## src/rtl/pmca_pkg.sv

```systemverilog
`default_nettype none
// ==========================================================================
// shared constants of the power monitor sequencer
package pmca_pkg;

  // register offsets on the internal register port
  localparam logic [7:0] ADDR_CFG     = 8'h00;
  localparam logic [7:0] ADDR_SHUNT   = 8'h01;
  localparam logic [7:0] ADDR_BUS     = 8'h02;
  localparam logic [7:0] ADDR_POWER   = 8'h03;
  localparam logic [7:0] ADDR_CURRENT = 8'h04;
  localparam logic [7:0] ADDR_CAL     = 8'h05;
  localparam logic [7:0] ADDR_MASK    = 8'h06;
  localparam logic [7:0] ADDR_LIMIT   = 8'h07;

  // operating_configuration fields
  localparam int unsigned CFG_MODE_LSB  = 0;
  localparam int unsigned CFG_SHCT_LSB  = 3;
  localparam int unsigned CFG_BUSCT_LSB = 6;
  localparam int unsigned CFG_AVG_LSB   = 9;
  localparam logic [15:0] CFG_RESET     = 16'h0007;
  localparam logic [2:0]  MODE_CONT_ALL = 3'b111;
  localparam int unsigned MODE_SHUNT    = 0;
  localparam int unsigned MODE_BUS      = 1;
  localparam int unsigned MODE_CONT     = 2;

  // alert_mask_enable fields
  localparam int unsigned MSK_SOL  = 15;
  localparam int unsigned MSK_SUL  = 14;
  localparam int unsigned MSK_BOL  = 13;
  localparam int unsigned MSK_BUL  = 12;
  localparam int unsigned MSK_POL  = 11;
  localparam int unsigned MSK_READY_ON_ALERT_ENABLE = 10;
  localparam int unsigned MSK_AFF  = 4;
  localparam int unsigned MSK_CONVERSION_READY_FLAG = 3;
  localparam int unsigned MSK_ALERT_ACTIVE_LEVEL = 1;
  localparam int unsigned MSK_LEN  = 0;
  localparam logic [15:0] MSK_WRITABLE = 16'hFC03;
  localparam logic [15:0] REG_RESET    = 16'h0000;

  // arithmetic scaling
  localparam int unsigned CUR_SHIFT          = 11;
  localparam int unsigned BUS_LSB_UV         = 1250;
  localparam int unsigned BUS_FULL_SCALE_MV  = 40960;
  localparam int unsigned BUS_CODE_W         = 15;
  localparam int unsigned BUS_CODES_PER_V    = 1000000 / BUS_LSB_UV;
  localparam int unsigned POWER_STEP_MULT    = 25;
  localparam int unsigned POWER_DIV          = POWER_STEP_MULT * BUS_CODES_PER_V;

  // timing at 200 MHz
  localparam int unsigned CLK_MHZ          = 200;
  localparam int unsigned RECOVERY_NS      = 40000;
  localparam int unsigned RECOVERY_CYCLES  = RECOVERY_NS * CLK_MHZ / 1000;

  // averaging code to log2 of the sample count
  function automatic logic [3:0] avg_shift(input logic [2:0] code);
    logic [3:0] sh;
    sh = 4'h0;
    case (code)
      3'd0: sh = 4'd0;
      3'd1: sh = 4'd2;
      3'd2: sh = 4'd4;
      3'd3: sh = 4'd6;
      3'd4: sh = 4'd7;
      3'd5: sh = 4'd8;
      3'd6: sh = 4'd9;
      default: sh = 4'd10;
    endcase
    return sh;
  endfunction

endpackage
`default_nettype wire

```

## src/rtl/pmca_monitor.sv

```systemverilog
`default_nettype none
// ==========================================================================
// measurement sequencer, averaging and alert logic
//
// Contract
// mode 111 repeats shunt then bus conversions without host action
// current follows each shunt sample, power follows each bus sample
// zero calibration gives zero current and zero power
// samples accumulate; outputs load only after the averaging count
// outputs hold until next full result; reads never disturb conversion
// modes exist for shunt only or bus only, triggered and continuous
// current and power math adds no time to the conversion period
// each triggered-mode config write starts exactly one measurement set
// power-down stops conversions, registers stay usable, 40 us recovery
// ready flag sets only after conversions, averaging and math finish
// ready flag clears on non power-down config write or mask read
// one of five limit functions active; highest enabled bit wins
// open-drain alert asserts when watched quantity crosses the limit
// host reads mask register after alert to learn its cause
// with ready-on-alert clear, alert follows only the limit function
// shunt limits compare after every shunt conversion, flag on exceed
// alert active level follows the polarity bit
// latched flag and alert hold until config write or mask read
// bus limits compare after every bus conversion
// power limit compares new power after every bus conversion
// bus code step is 1.25 mV, full scale 40.96 V
// power step equals 25 times the current step
// host computes calibration as 0.00512 over current step times shunt
// unlatched flag and alert follow each new comparison result
module pmca_monitor #(
  parameter int unsigned RECOVERY_CYCLES = pmca_pkg::RECOVERY_CYCLES
) (
  input  wire logic        ref_clk,
  input  wire logic        rst,
  input  wire logic        reg_wr,
  input  wire logic        reg_rd,
  input  wire logic [7:0]  reg_addr,
  input  wire logic [15:0] reg_wdata,
  output logic      [15:0] reg_rdata,
  input  wire logic        conv_done,
  input  wire logic [15:0] conv_data,
  output logic             conv_start,
  output logic             conv_bus,
  output logic      [2:0]  conv_time,
  output logic             adc_sleep,
  output logic             alert_out,
  output logic             alert_oe
);

  localparam int unsigned WAKE_W = $clog2(RECOVERY_CYCLES + 1);
  localparam logic [WAKE_W-1:0] WAKE_LOAD = WAKE_W'(RECOVERY_CYCLES - 1);

  typedef enum logic [2:0] {ST_SLEEP, ST_WAKE, ST_IDLE, ST_SHUNT, ST_BUS} pmca_state_e;

  pmca_state_e        state;
  pmca_state_e        next_state;
  logic [WAKE_W-1:0]  wake_cnt;
  logic [15:0]        cfg;
  logic [15:0]        cal;
  logic [15:0]        mask_ctl;
  logic [15:0]        limit;
  logic [15:0]        shunt_res;
  logic [15:0]        bus_res;
  logic [15:0]        cur_res;
  logic [15:0]        pwr_res;
  logic signed [15:0] cur_latest;
  logic signed [25:0] acc_shunt;
  logic signed [25:0] acc_cur;
  logic [25:0]        acc_bus;
  logic [25:0]        acc_pwr;
  logic [10:0]        sample_cnt;
  logic               load_pending;
  logic               ready_flag;
  logic               limit_flag;

  // ==========================================================================
  // register port decode
  wire        cfg_wr    = reg_wr && (reg_addr == pmca_pkg::ADDR_CFG);
  wire        cal_wr    = reg_wr && (reg_addr == pmca_pkg::ADDR_CAL);
  wire        mask_wr   = reg_wr && (reg_addr == pmca_pkg::ADDR_MASK);
  wire        limit_wr  = reg_wr && (reg_addr == pmca_pkg::ADDR_LIMIT);
  wire        mask_rd   = reg_rd && (reg_addr == pmca_pkg::ADDR_MASK);
  wire [2:0]  mode      = cfg[pmca_pkg::CFG_MODE_LSB +: 3];
  wire [2:0]  new_mode  = reg_wdata[pmca_pkg::CFG_MODE_LSB +: 3];
  wire        new_pd    = !(new_mode[pmca_pkg::MODE_SHUNT] || new_mode[pmca_pkg::MODE_BUS]);
  wire [3:0]  avg_sh    = pmca_pkg::avg_shift(cfg[pmca_pkg::CFG_AVG_LSB +: 3]);
  wire        latch_en  = mask_ctl[pmca_pkg::MSK_LEN];
  wire [15:0] mask_view = mask_ctl
                        | (16'(limit_flag) << pmca_pkg::MSK_AFF)
                        | (16'(ready_flag) << pmca_pkg::MSK_CONVERSION_READY_FLAG);

  // readback selection; unmapped offsets read zero
  wire [15:0] rd_mux =
    (reg_addr == pmca_pkg::ADDR_CFG)     ? cfg       :
    (reg_addr == pmca_pkg::ADDR_SHUNT)   ? shunt_res :
    (reg_addr == pmca_pkg::ADDR_BUS)     ? bus_res   :
    (reg_addr == pmca_pkg::ADDR_POWER)   ? pwr_res   :
    (reg_addr == pmca_pkg::ADDR_CURRENT) ? cur_res   :
    (reg_addr == pmca_pkg::ADDR_CAL)     ? cal       :
    (reg_addr == pmca_pkg::ADDR_MASK)    ? mask_view :
    (reg_addr == pmca_pkg::ADDR_LIMIT)   ? limit     : 16'h0000;

  // ==========================================================================
  // per-sample arithmetic, done in the cycle the sample arrives
  wire                cal_zero   = (cal[14:0] == 15'h0000);
  wire signed [15:0]  shunt_s    = conv_data;
  wire signed [16:0]  cal_s      = {2'b00, cal[14:0]};
  wire signed [32:0]  cur_prod   = shunt_s * cal_s;
  wire signed [15:0]  cur_calc   = cal_zero ? 16'sh0000 :
                                   cur_prod[pmca_pkg::CUR_SHIFT +: 16];
  wire [15:0]         bus_code   = {1'b0, conv_data[pmca_pkg::BUS_CODE_W-1:0]};
  wire [15:0]         cur_abs    = cur_latest[15] ? 16'(-cur_latest) : cur_latest;
  wire [30:0]         pwr_prod   = cur_abs * bus_code[pmca_pkg::BUS_CODE_W-1:0];
  wire [30:0]         pwr_quot   = pwr_prod / 31'(pmca_pkg::POWER_DIV);
  wire [15:0]         pwr_calc   = cal_zero ? 16'h0000 : pwr_quot[15:0];

  // ==========================================================================
  // sequencing events
  wire sh_done   = (state == ST_SHUNT) && conv_done;
  wire bus_done  = (state == ST_BUS) && conv_done;
  wire set_end   = (sh_done && !mode[pmca_pkg::MODE_BUS]) || bus_done;
  wire avg_last  = (sample_cnt == 11'((11'd1 << avg_sh) - 11'd1));
  wire set_full  = set_end && avg_last;
  wire in_conv   = (state == ST_SHUNT) || (state == ST_BUS);
  wire nx_conv   = (next_state == ST_SHUNT) || (next_state == ST_BUS);
  wire restart   = cfg_wr && !new_pd;
  pmca_state_e first_new;
  pmca_state_e first_cur;
  assign first_new = new_mode[pmca_pkg::MODE_SHUNT] ? ST_SHUNT : ST_BUS;
  assign first_cur = mode[pmca_pkg::MODE_SHUNT] ? ST_SHUNT : ST_BUS;

  // next state of the conversion sequencer
  always_comb begin
    next_state = state;
    unique case (state)
      ST_SLEEP: begin
        if (restart) next_state = ST_WAKE;
      end
      ST_WAKE: begin
        if (cfg_wr && new_pd) next_state = ST_SLEEP;
        else if (wake_cnt == '0) next_state = first_cur;
      end
      ST_IDLE: begin
        if (cfg_wr) next_state = new_pd ? ST_SLEEP : first_new;
      end
      ST_SHUNT, ST_BUS: begin
        if (cfg_wr) next_state = new_pd ? ST_SLEEP : first_new;
        else if (set_end) begin
          // a triggered set still runs every sample of the averaging count
          next_state = (mode[pmca_pkg::MODE_CONT] || !avg_last) ? first_cur : ST_IDLE;
        end else if (sh_done) next_state = ST_BUS;
      end
    endcase
  end

  // state, wake timer and start pulse
  always_ff @(posedge ref_clk) begin
    if (rst) begin
      state      <= ST_WAKE;
      wake_cnt   <= WAKE_LOAD;
      conv_start <= 1'b0;
    end else begin
      state      <= next_state;
      wake_cnt   <= (next_state == ST_WAKE && state != ST_WAKE) ? WAKE_LOAD :
                    (wake_cnt != '0) ? wake_cnt - 1'b1 : wake_cnt;
      conv_start <= nx_conv && (!in_conv || conv_done || cfg_wr);
    end
  end

  // converter control seen from the current state
  assign conv_bus  = (state == ST_BUS);
  assign conv_time = conv_bus ? cfg[pmca_pkg::CFG_BUSCT_LSB +: 3]
                              : cfg[pmca_pkg::CFG_SHCT_LSB +: 3];
  assign adc_sleep = (state == ST_SLEEP);

  // ==========================================================================
  // host-written registers, usable in every state
  always_ff @(posedge ref_clk) begin
    if (rst) begin
      cfg      <= pmca_pkg::CFG_RESET;
      cal      <= pmca_pkg::REG_RESET;
      mask_ctl <= pmca_pkg::REG_RESET;
      limit    <= pmca_pkg::REG_RESET;
    end else begin
      if (cfg_wr) cfg <= reg_wdata;
      if (cal_wr) cal <= reg_wdata;
      if (mask_wr) mask_ctl <= reg_wdata & pmca_pkg::MSK_WRITABLE;
      if (limit_wr) limit <= reg_wdata;
    end
  end

  // read data capture; reads only sample, never touch the sequencer
  always_ff @(posedge ref_clk) begin
    if (rst) reg_rdata <= 16'h0000;
    else if (reg_rd) reg_rdata <= rd_mux;
  end

  // ==========================================================================
  // accumulators; cleared on restart and after each averaged load
  wire clr_acc = restart || load_pending;
  always_ff @(posedge ref_clk) begin
    if (rst || clr_acc) begin
      acc_shunt <= 26'sh0;
      acc_cur   <= 26'sh0;
    end else if (sh_done) begin
      acc_shunt <= acc_shunt + {{10{shunt_s[15]}}, shunt_s};
      acc_cur   <= acc_cur + {{10{cur_calc[15]}}, cur_calc};
    end
  end

  always_ff @(posedge ref_clk) begin
    if (rst || clr_acc) begin
      acc_bus <= 26'h0;
      acc_pwr <= 26'h0;
    end else if (bus_done) begin
      acc_bus <= acc_bus + {10'h000, bus_code};
      acc_pwr <= acc_pwr + {10'h000, pwr_calc};
    end
  end

  // latest current feeds the next power product
  always_ff @(posedge ref_clk) begin
    if (rst) cur_latest <= 16'sh0000;
    else if (sh_done) cur_latest <= cur_calc;
  end

  // sample count and the one-cycle load request after the last sample
  always_ff @(posedge ref_clk) begin
    if (rst || restart) begin
      sample_cnt   <= 11'h000;
      load_pending <= 1'b0;
    end else begin
      sample_cnt   <= set_full ? 11'h000 : set_end ? sample_cnt + 11'd1 : sample_cnt;
      load_pending <= set_full;
    end
  end

  // averaged outputs replace the old ones only on a completed set
  wire [25:0] avg_shunt = 26'(acc_shunt >>> avg_sh);
  wire [25:0] avg_cur   = 26'(acc_cur >>> avg_sh);
  wire [25:0] avg_bus   = acc_bus >> avg_sh;
  wire [25:0] avg_pwr   = acc_pwr >> avg_sh;
  wire        load_sh   = load_pending && mode[pmca_pkg::MODE_SHUNT];
  wire        load_bus  = load_pending && mode[pmca_pkg::MODE_BUS];
  always_ff @(posedge ref_clk) begin
    if (rst) begin
      shunt_res <= pmca_pkg::REG_RESET;
      cur_res   <= pmca_pkg::REG_RESET;
      bus_res   <= pmca_pkg::REG_RESET;
      pwr_res   <= pmca_pkg::REG_RESET;
    end else begin
      if (load_sh) shunt_res <= avg_shunt[15:0];
      if (load_sh) cur_res <= avg_cur[15:0];
      if (load_bus) bus_res <= avg_bus[15:0];
      if (load_bus) pwr_res <= avg_pwr[15:0];
    end
  end

  // ==========================================================================
  // ready flag; a set in the same cycle as a clear wins
  always_ff @(posedge ref_clk) begin
    if (rst) ready_flag <= 1'b0;
    else if (load_pending) ready_flag <= 1'b1;
    else if (restart || mask_rd) ready_flag <= 1'b0;
  end

  // ==========================================================================
  // limit function selection, highest enabled bit governs
  wire en_sol = mask_ctl[pmca_pkg::MSK_SOL];
  wire en_sul = mask_ctl[pmca_pkg::MSK_SUL] && !en_sol;
  wire en_bol = mask_ctl[pmca_pkg::MSK_BOL] && !mask_ctl[pmca_pkg::MSK_SUL] && !en_sol;
  wire en_bul = mask_ctl[pmca_pkg::MSK_BUL] && !(|mask_ctl[15:13]);
  wire en_pol = mask_ctl[pmca_pkg::MSK_POL] && !(|mask_ctl[15:12]);

  // comparison moments and outcome
  wire cmp_event = (sh_done && (en_sol || en_sul))
                || (bus_done && (en_bol || en_bul || en_pol));
  wire exceed    = (en_sol && (shunt_s > $signed(limit)))
                || (en_sul && (shunt_s < $signed(limit)))
                || (en_bol && (bus_code > limit))
                || (en_bul && (bus_code < limit))
                || (en_pol && (pwr_calc > limit));

  // limit flag: latched holds until host clears, unlatched tracks compares
  always_ff @(posedge ref_clk) begin
    if (rst) limit_flag <= 1'b0;
    else if (cmp_event && exceed) limit_flag <= 1'b1;
    else if (cmp_event && !latch_en) limit_flag <= 1'b0;
    else if (latch_en && (cfg_wr || mask_rd)) limit_flag <= 1'b0;
  end

  // ==========================================================================
  // open-drain alert; enable high pulls the pin low
  wire alert_act = limit_flag
                || (mask_ctl[pmca_pkg::MSK_READY_ON_ALERT_ENABLE] && ready_flag);
  always_ff @(posedge ref_clk) begin
    if (rst) alert_oe <= 1'b0;
    else alert_oe <= mask_ctl[pmca_pkg::MSK_ALERT_ACTIVE_LEVEL] ? !alert_act : alert_act;
  end
  assign alert_out = 1'b0;

endmodule
`default_nettype wire

```

## config.mk

```make
export PLATFORM = sky130hd
export DESIGN_NAME = pmca_monitor
export DESIGN_NICKNAME = d
export VERILOG_FILES = /design/src/rtl/pmca_pkg.sv /design/src/rtl/pmca_monitor.sv
export SDC_FILE = /design/constraint.sdc
export NUM_CORES = 2
export LEC_CHECK = 0
export ABC_AREA = 0
export BUFFER_PORTS_ARGS = -buffer_cell sky130_fd_sc_hd__buf_2
export CELL_PAD_IN_SITES_DETAIL_PLACEMENT = 1
export CELL_PAD_IN_SITES_GLOBAL_PLACEMENT = 1
export CORE_MARGIN = 1.5
export CORE_UTILIZATION = 35
export CTS_BUF_LIST = sky130_fd_sc_hd__clkbuf_16
export DETAILED_ROUTE_END_ITERATION = 10
export GPL_TIMING_DRIVEN = 1
export PLACE_DENSITY_LB_ADDON = 0.1
export SLEW_MARGIN = 30
export SYNTH_ARGS = -nofsm -noshare
export SYNTH_HDL_FRONTEND = slang
export SYNTH_SLANG_ARGS = --single-unit
```

## constraint.sdc

```tcl
create_clock -name ref_clk -period 60.3 [get_ports ref_clk]
set_input_delay 6.03 -clock ref_clk [delete_from_list [all_inputs] [get_ports ref_clk]]
set_output_delay 6.03 -clock ref_clk [all_outputs]
set_load 0.01 [all_outputs]
```

After elaboration in Yosys (flattened, before gate mapping)
Cells that the tools add are included.
- flip-flop bits (word level): 288
- bits of input ports: 45
- add/sub/neg operators: 8
- $mul: 2
- divide/modulo/power cells: 1
- $lt $le $gt $ge: 5
- eq/ne operators: 22
- shifts and indexed selects: 5
- multiplexer cells: 31
- bitwise operators: 2
- reductions and logical operators: 75
- operators by type and width (kind ; number):
    $mux W16 ; 11
    $add A26 B26 Y26 ; 2
    $shr A26 B4 Y16 ; 2
    $sshr A26 B4 Y16 ; 2
    $mux W3 ; 12
    $eq A8 B3 Y1 const B ; 4
    $gt A16 B16 Y1 ; 2
    $div A31 B15 Y31 const B ; 1
    $logic_and A1 B1 Y1 ; 31
    $mul A16 B15 Y31 ; 1
    $pmux W4 S7 ; 1
    $mul A16 B16 Y27 ; 1
    $add A26 B15 Y26 ; 1
    $add A26 B16 Y26 ; 1
    $logic_or A1 B1 Y1 ; 21
    $eq A8 B2 Y1 const B ; 2
    $gt A15 B16 Y1 ; 1
    $lt A15 B16 Y1 ; 1
    $lt A16 B16 Y1 ; 1
    $neg A16 Y16 ; 1
    $or A16 B4 Y16 ; 1
    $or A16 B5 Y16 ; 1
    $eq A3 B2 Y1 const B ; 5
    $eq A3 B3 Y1 const B ; 5
    21 further kinds ; 40

Depth between registers and ports, before layout
- depth after elaboration: 14
- depth in mapped cells: 118

Least setup slack after synthesis
Ideal clock, no wire load.
- path type: input to register
- from: input port conv_data[14]
- to: register acc_pwr[24]
- arrival time: 28.330 ns
- setup slack: 31.900 ns
- stages: 104
- path buffers: 11
- path through: clkbuf_1 -> clkbuf_1 -> nand2_1 -> fa_1 -> fa_1 -> inv_1 -> fa_1 -> fa_1 -> fa_1 -> inv_1 -> fa_1 -> inv_1 -> ha_1 -> buf_2 -> a21oi_1 -> o211ai_1 -> and2_1 -> buf_1 -> [... 68 more ...] -> o21ai_0 -> nand2b_1 -> a21oi_1 -> o21bai_1 -> a21oi_1 -> o21bai_1 -> a21oi_1 -> o21bai_1 -> a21oi_1 -> o21bai_1 -> a21oi_1 -> o21bai_1 -> a21o_1 -> a21oi_1 -> nor2_1 -> nand2_1 -> or3_1 -> a21oi_1
- longest elaborated chain between the ends: 4
- ends and longest elaborated chain (element ; RTL line ; text):
    start, declared ; pmca_monitor.sv:41 ; input wire logic [15:0] conv_data,
    $mul A16 B15 Y31 ; pmca_monitor.sv:113 ; wire [30:0] pwr_prod = cur_abs * bus_code[pmca_pkg::BUS_CODE_W-1:0];
    $div A31 B15 Y31 ; pmca_monitor.sv:114 ; wire [30:0] pwr_quot = pwr_prod / 31'(pmca_pkg::POWER_DIV);
    $mux W16 ; pmca_monitor.sv:115 ; wire [15:0] pwr_calc = cal_zero ? 16'h0000 : pwr_quot[15:0];
    $add A26 B16 Y26 ; pmca_monitor.sv:217 ; acc_pwr <= acc_pwr + {10'h000, pwr_calc};
    end signal, assigned ; pmca_monitor.sv:217 ;
    end, declared ; pmca_monitor.sv:70 ; logic [25:0] acc_pwr;
No other way between the ends.
A chain may end at the register's enable or synchronous reset.

Worst setup path after layout
- from: input port conv_data[1]
- to: register acc_pwr[25]
The elaborated chain is that of the path after synthesis.

==> flow_summary_export.csv <==
group,metric,value,unit
outcome,status,"finished clean",
placed_design,place_inst,6720,
clock_tree,cts_setup_buffers,0,
clock_tree,clkLatencyLatePin,0.57,ns
clock_tree,post_cts_resized,0,
sta,max_freq,0.0302,GHz
global_route,grt_pass1_wl,242000,um
detailed_routing,vias,38500,
global_route,overflow,0,
sta,final.min_clock_period,33.06,ns
global_route,grt_max_degree,93,
sta,min_period_over_period,54.8,%
detailed_routing,first_pass_iters,5,
detailed_routing,routed_wl,155000,um
worst_setup_path,required,60.72,ns
worst_setup_path,cp_slowest_stage_delay,0.82,ns
hold_path,hp-class,"flip-flop to flip-flop",
synthesis,yosysSeqAreaShare,13.9,%
placed_design,globalplace.congestion,0.850,
placed_design,hpwl,117000,um
die,fp-row-count,126,
layout,drive_above_1_share,7.34,%
die,die_area,121000,um2
worst_setup_path,worstSetupEndpointType,"flip-flop",
flow_run,maxCapViolCount,0,
layout,final_cells,6795,
synthesis,synth_warnings,0,
layout,nets,5943,
die,die-height,348,um
power,p_leak,0.0194,uW
synthesis,synth_edf_count,0,
synthesis,ys_seq_elements,288,
clock_tree,cts_tree,"done",
clock_tree,cts.htree.levels,2,
placed_design,postPlaceCellArea,43400,um2
worst_setup_path,start_kind,"input port",
clock_tree,cts.reportedPaths.clkPinSlew,0.06,ns
worst_setup_path,arrival,33.48,ns
layout,syn_to_final_growth,7.48,%
synthesis,synthCells,5346,
power,total_power,463,uW
clock_tree,cts.hold.buffers_added,0,
sta,hold_violations,0,
global_route,grt.total_usage,25.4,%
synthesis,syn_area_per_cell,7.78,um2
power,power_density,10.4,nW/um2
sta,finalClockSkew,0.0218,ns
detailed_routing,drc,0,
sta,slew_headroom,31.5,%
placed_design,dp_slack,26.44,ns
layout,layout_common_cells,"nand2_1 (769), inv_1 (519), a21oi_1 (468), fa_1 (391), nor2_1 (369)",
worst_setup_path,crit_slowest_cell,"a21oi_1",
sta,report.final.slew_viol_count,0,
sta,rsz0062_at_grt,"no",
die,initial_core_util,35.3,%
die,core,118000,um2
worst_setup_path,path_class,"input port to flip-flop",
detailed_routing,vias_per_cell,5.67,
detailed_routing,drtIter0Drc,2471,
sta,setup_slack,27.24,ns
detailed_routing,wl_per_cell,22.8,um
placed_design,port_buffers,67,
detailed_routing,ant_nets,0,
sta,setup_viol,0,
sta,fin_tns_setup,0,ns
worst_setup_path,cp_common_cell,"a21oi_1",
layout,fillCellCount,14300,
die,fp.dieW,348,um
power,peakVddDrop,0.0000151,V
layout,layout_commonest_cell,"nand2_1",
global_route,grt_pass1_vias,39700,
clock_tree,cts_root_buf,"clkbuf_16",
synthesis,synth_nets,6062,
synthesis,synthArstFlopShare,0,%
clock_tree,cts-buffers-inserted,39,
die,ios,69,
layout,final_cell_area,44700,um2
synthesis,synth_area,41600,um2
clock_tree,clockBufferDepth,3,
clock_tree,cts.sink_count,288,
global_route,grt_antenna_before_repair,5,
synthesis,dominantRegCellSynth,"dfxtp_1",
synthesis,ys_types,133,
sta,worst_pin_slew,1.02,ns
worst_setup_path,critPathMaxFanout,20,
worst max-delay path, delay by kind of cell:
family | cells | cell delay, ns
buf+inv | 8 | 1.38
simple gates | 27 | 7.44
xor+xnor | 4 | 0.95
mux | 4 | 1.69
fa+ha+maj | 8 | 3.50
compound gates | 44 | 12.42
where the power goes:
part           switching, uW  internal [uW]  total [uW]
Sequential             0.883            191         192
Clock                    101            141         242
Combinational           21.6           7.26        28.9
Total                    124            339         463
final cells by class:
type / count / area, um2 / share of cell area, %
Antenna cell: 3 / 7.51 / 0.0168
Clock inverter: 29 / 263 / 0.588
Sequential cell: 288 / 5780 / 12.9
Clock buffer: 41 / 1030 / 2.30
Multi-Input combinational cell: 4225 / 32800 / 73.3
Inverter: 520 / 1950 / 4.37
Timing Repair Buffer: 153 / 982 / 2.20
Tap cell: 1536 / 1920 / 4.30
synth_stat cells (16+ instances only):
cell,instances,share of area (%)
a211oi_1,78,1.4
a21o_1,41,0.74
a21oi_1,470,5.7
a221oi_1,36,0.76
a22o_1,23,0.48
a22oi_1,33,0.60
a31oi_1,26,0.39
and2_1,248,3.7
and3_1,28,0.42
buf_1,39,0.35
buf_2,23,0.28
clkbuf_1,242,2.2
dfxtp_1,288,14
fa_1,391,19
ha_1,280,8.4
inv_1,518,4.7
mux2_2,38,1.0
mux2i_1,83,2.0
nand2_1,769,6.9
nand2b_1,33,0.50
nand3_1,77,0.93
nand4_1,29,0.44
nor2_1,372,3.4
nor2b_1,48,0.72
nor3_1,91,1.1
nor4_1,24,0.36
o211ai_1,54,0.97
o21a_1,26,0.47
o21ai_0,165,2.0
o21ai_1,22,0.26
o21bai_1,61,1.1
o22ai_1,48,0.72
o31ai_1,16,0.29
or3_1,31,0.47
xnor2_1,156,3.3
xor2_1,111,2.3
path summary, 6_finish.rpt:
path	depth (start not counted)	slack [ns]	endpoint	startpoint
worst max-delay path	95	27.24	acc_pwr[25]	conv_data[1]
worst min-delay path	2	0.45	bus_res[15]	bus_res[15]
worst max register to register	96	31.32	acc_pwr[25]	cur_latest[0]
worst min register to register	2	0.45	bus_res[15]	bus_res[15]
flip-flops by register name, indices dropped and copies added (netlist names), 3 cells and up:
name	cells
pwr_res	16
acc_cur	26
acc_pwr	26
state	3
shunt_res	16
cur_latest	16
mask_ctl	8
cal	16
reg_rdata	16
bus_res	16
sample_cnt	11
acc_shunt	26
acc_bus	26
cfg	16
limit	16
cur_res	16
wake_cnt	13
layer usage:
layer	vias to the layer above	global-route usage, %	routed length [um]
met5	-	0	0
met4	0	4.98	3080
met3	156	2.00	5720
met2	761	42.6	72500
met1	19600	35.6	73500
li1	18000	-	-
metrics by stage:
step	utilization (%)	hold WS [ns]
after detailed placement	36.8	0.450
after global routing	37.9	0.484
after floorplan	-	0.432
after global placement	36.8	0.443
after CTS	37.9	0.458
final	37.9	0.454
kinds of logic after synthesis:
group	synth area share (%)
simple gates	20.8
compound gates	20.6
buf+inv	7.71
fa+ha+maj	27.5
flops	13.9
xor+xnor	5.74
mux	3.77
other cells	0.0181
Note: power is estimated with default switching activity, not from simulation.
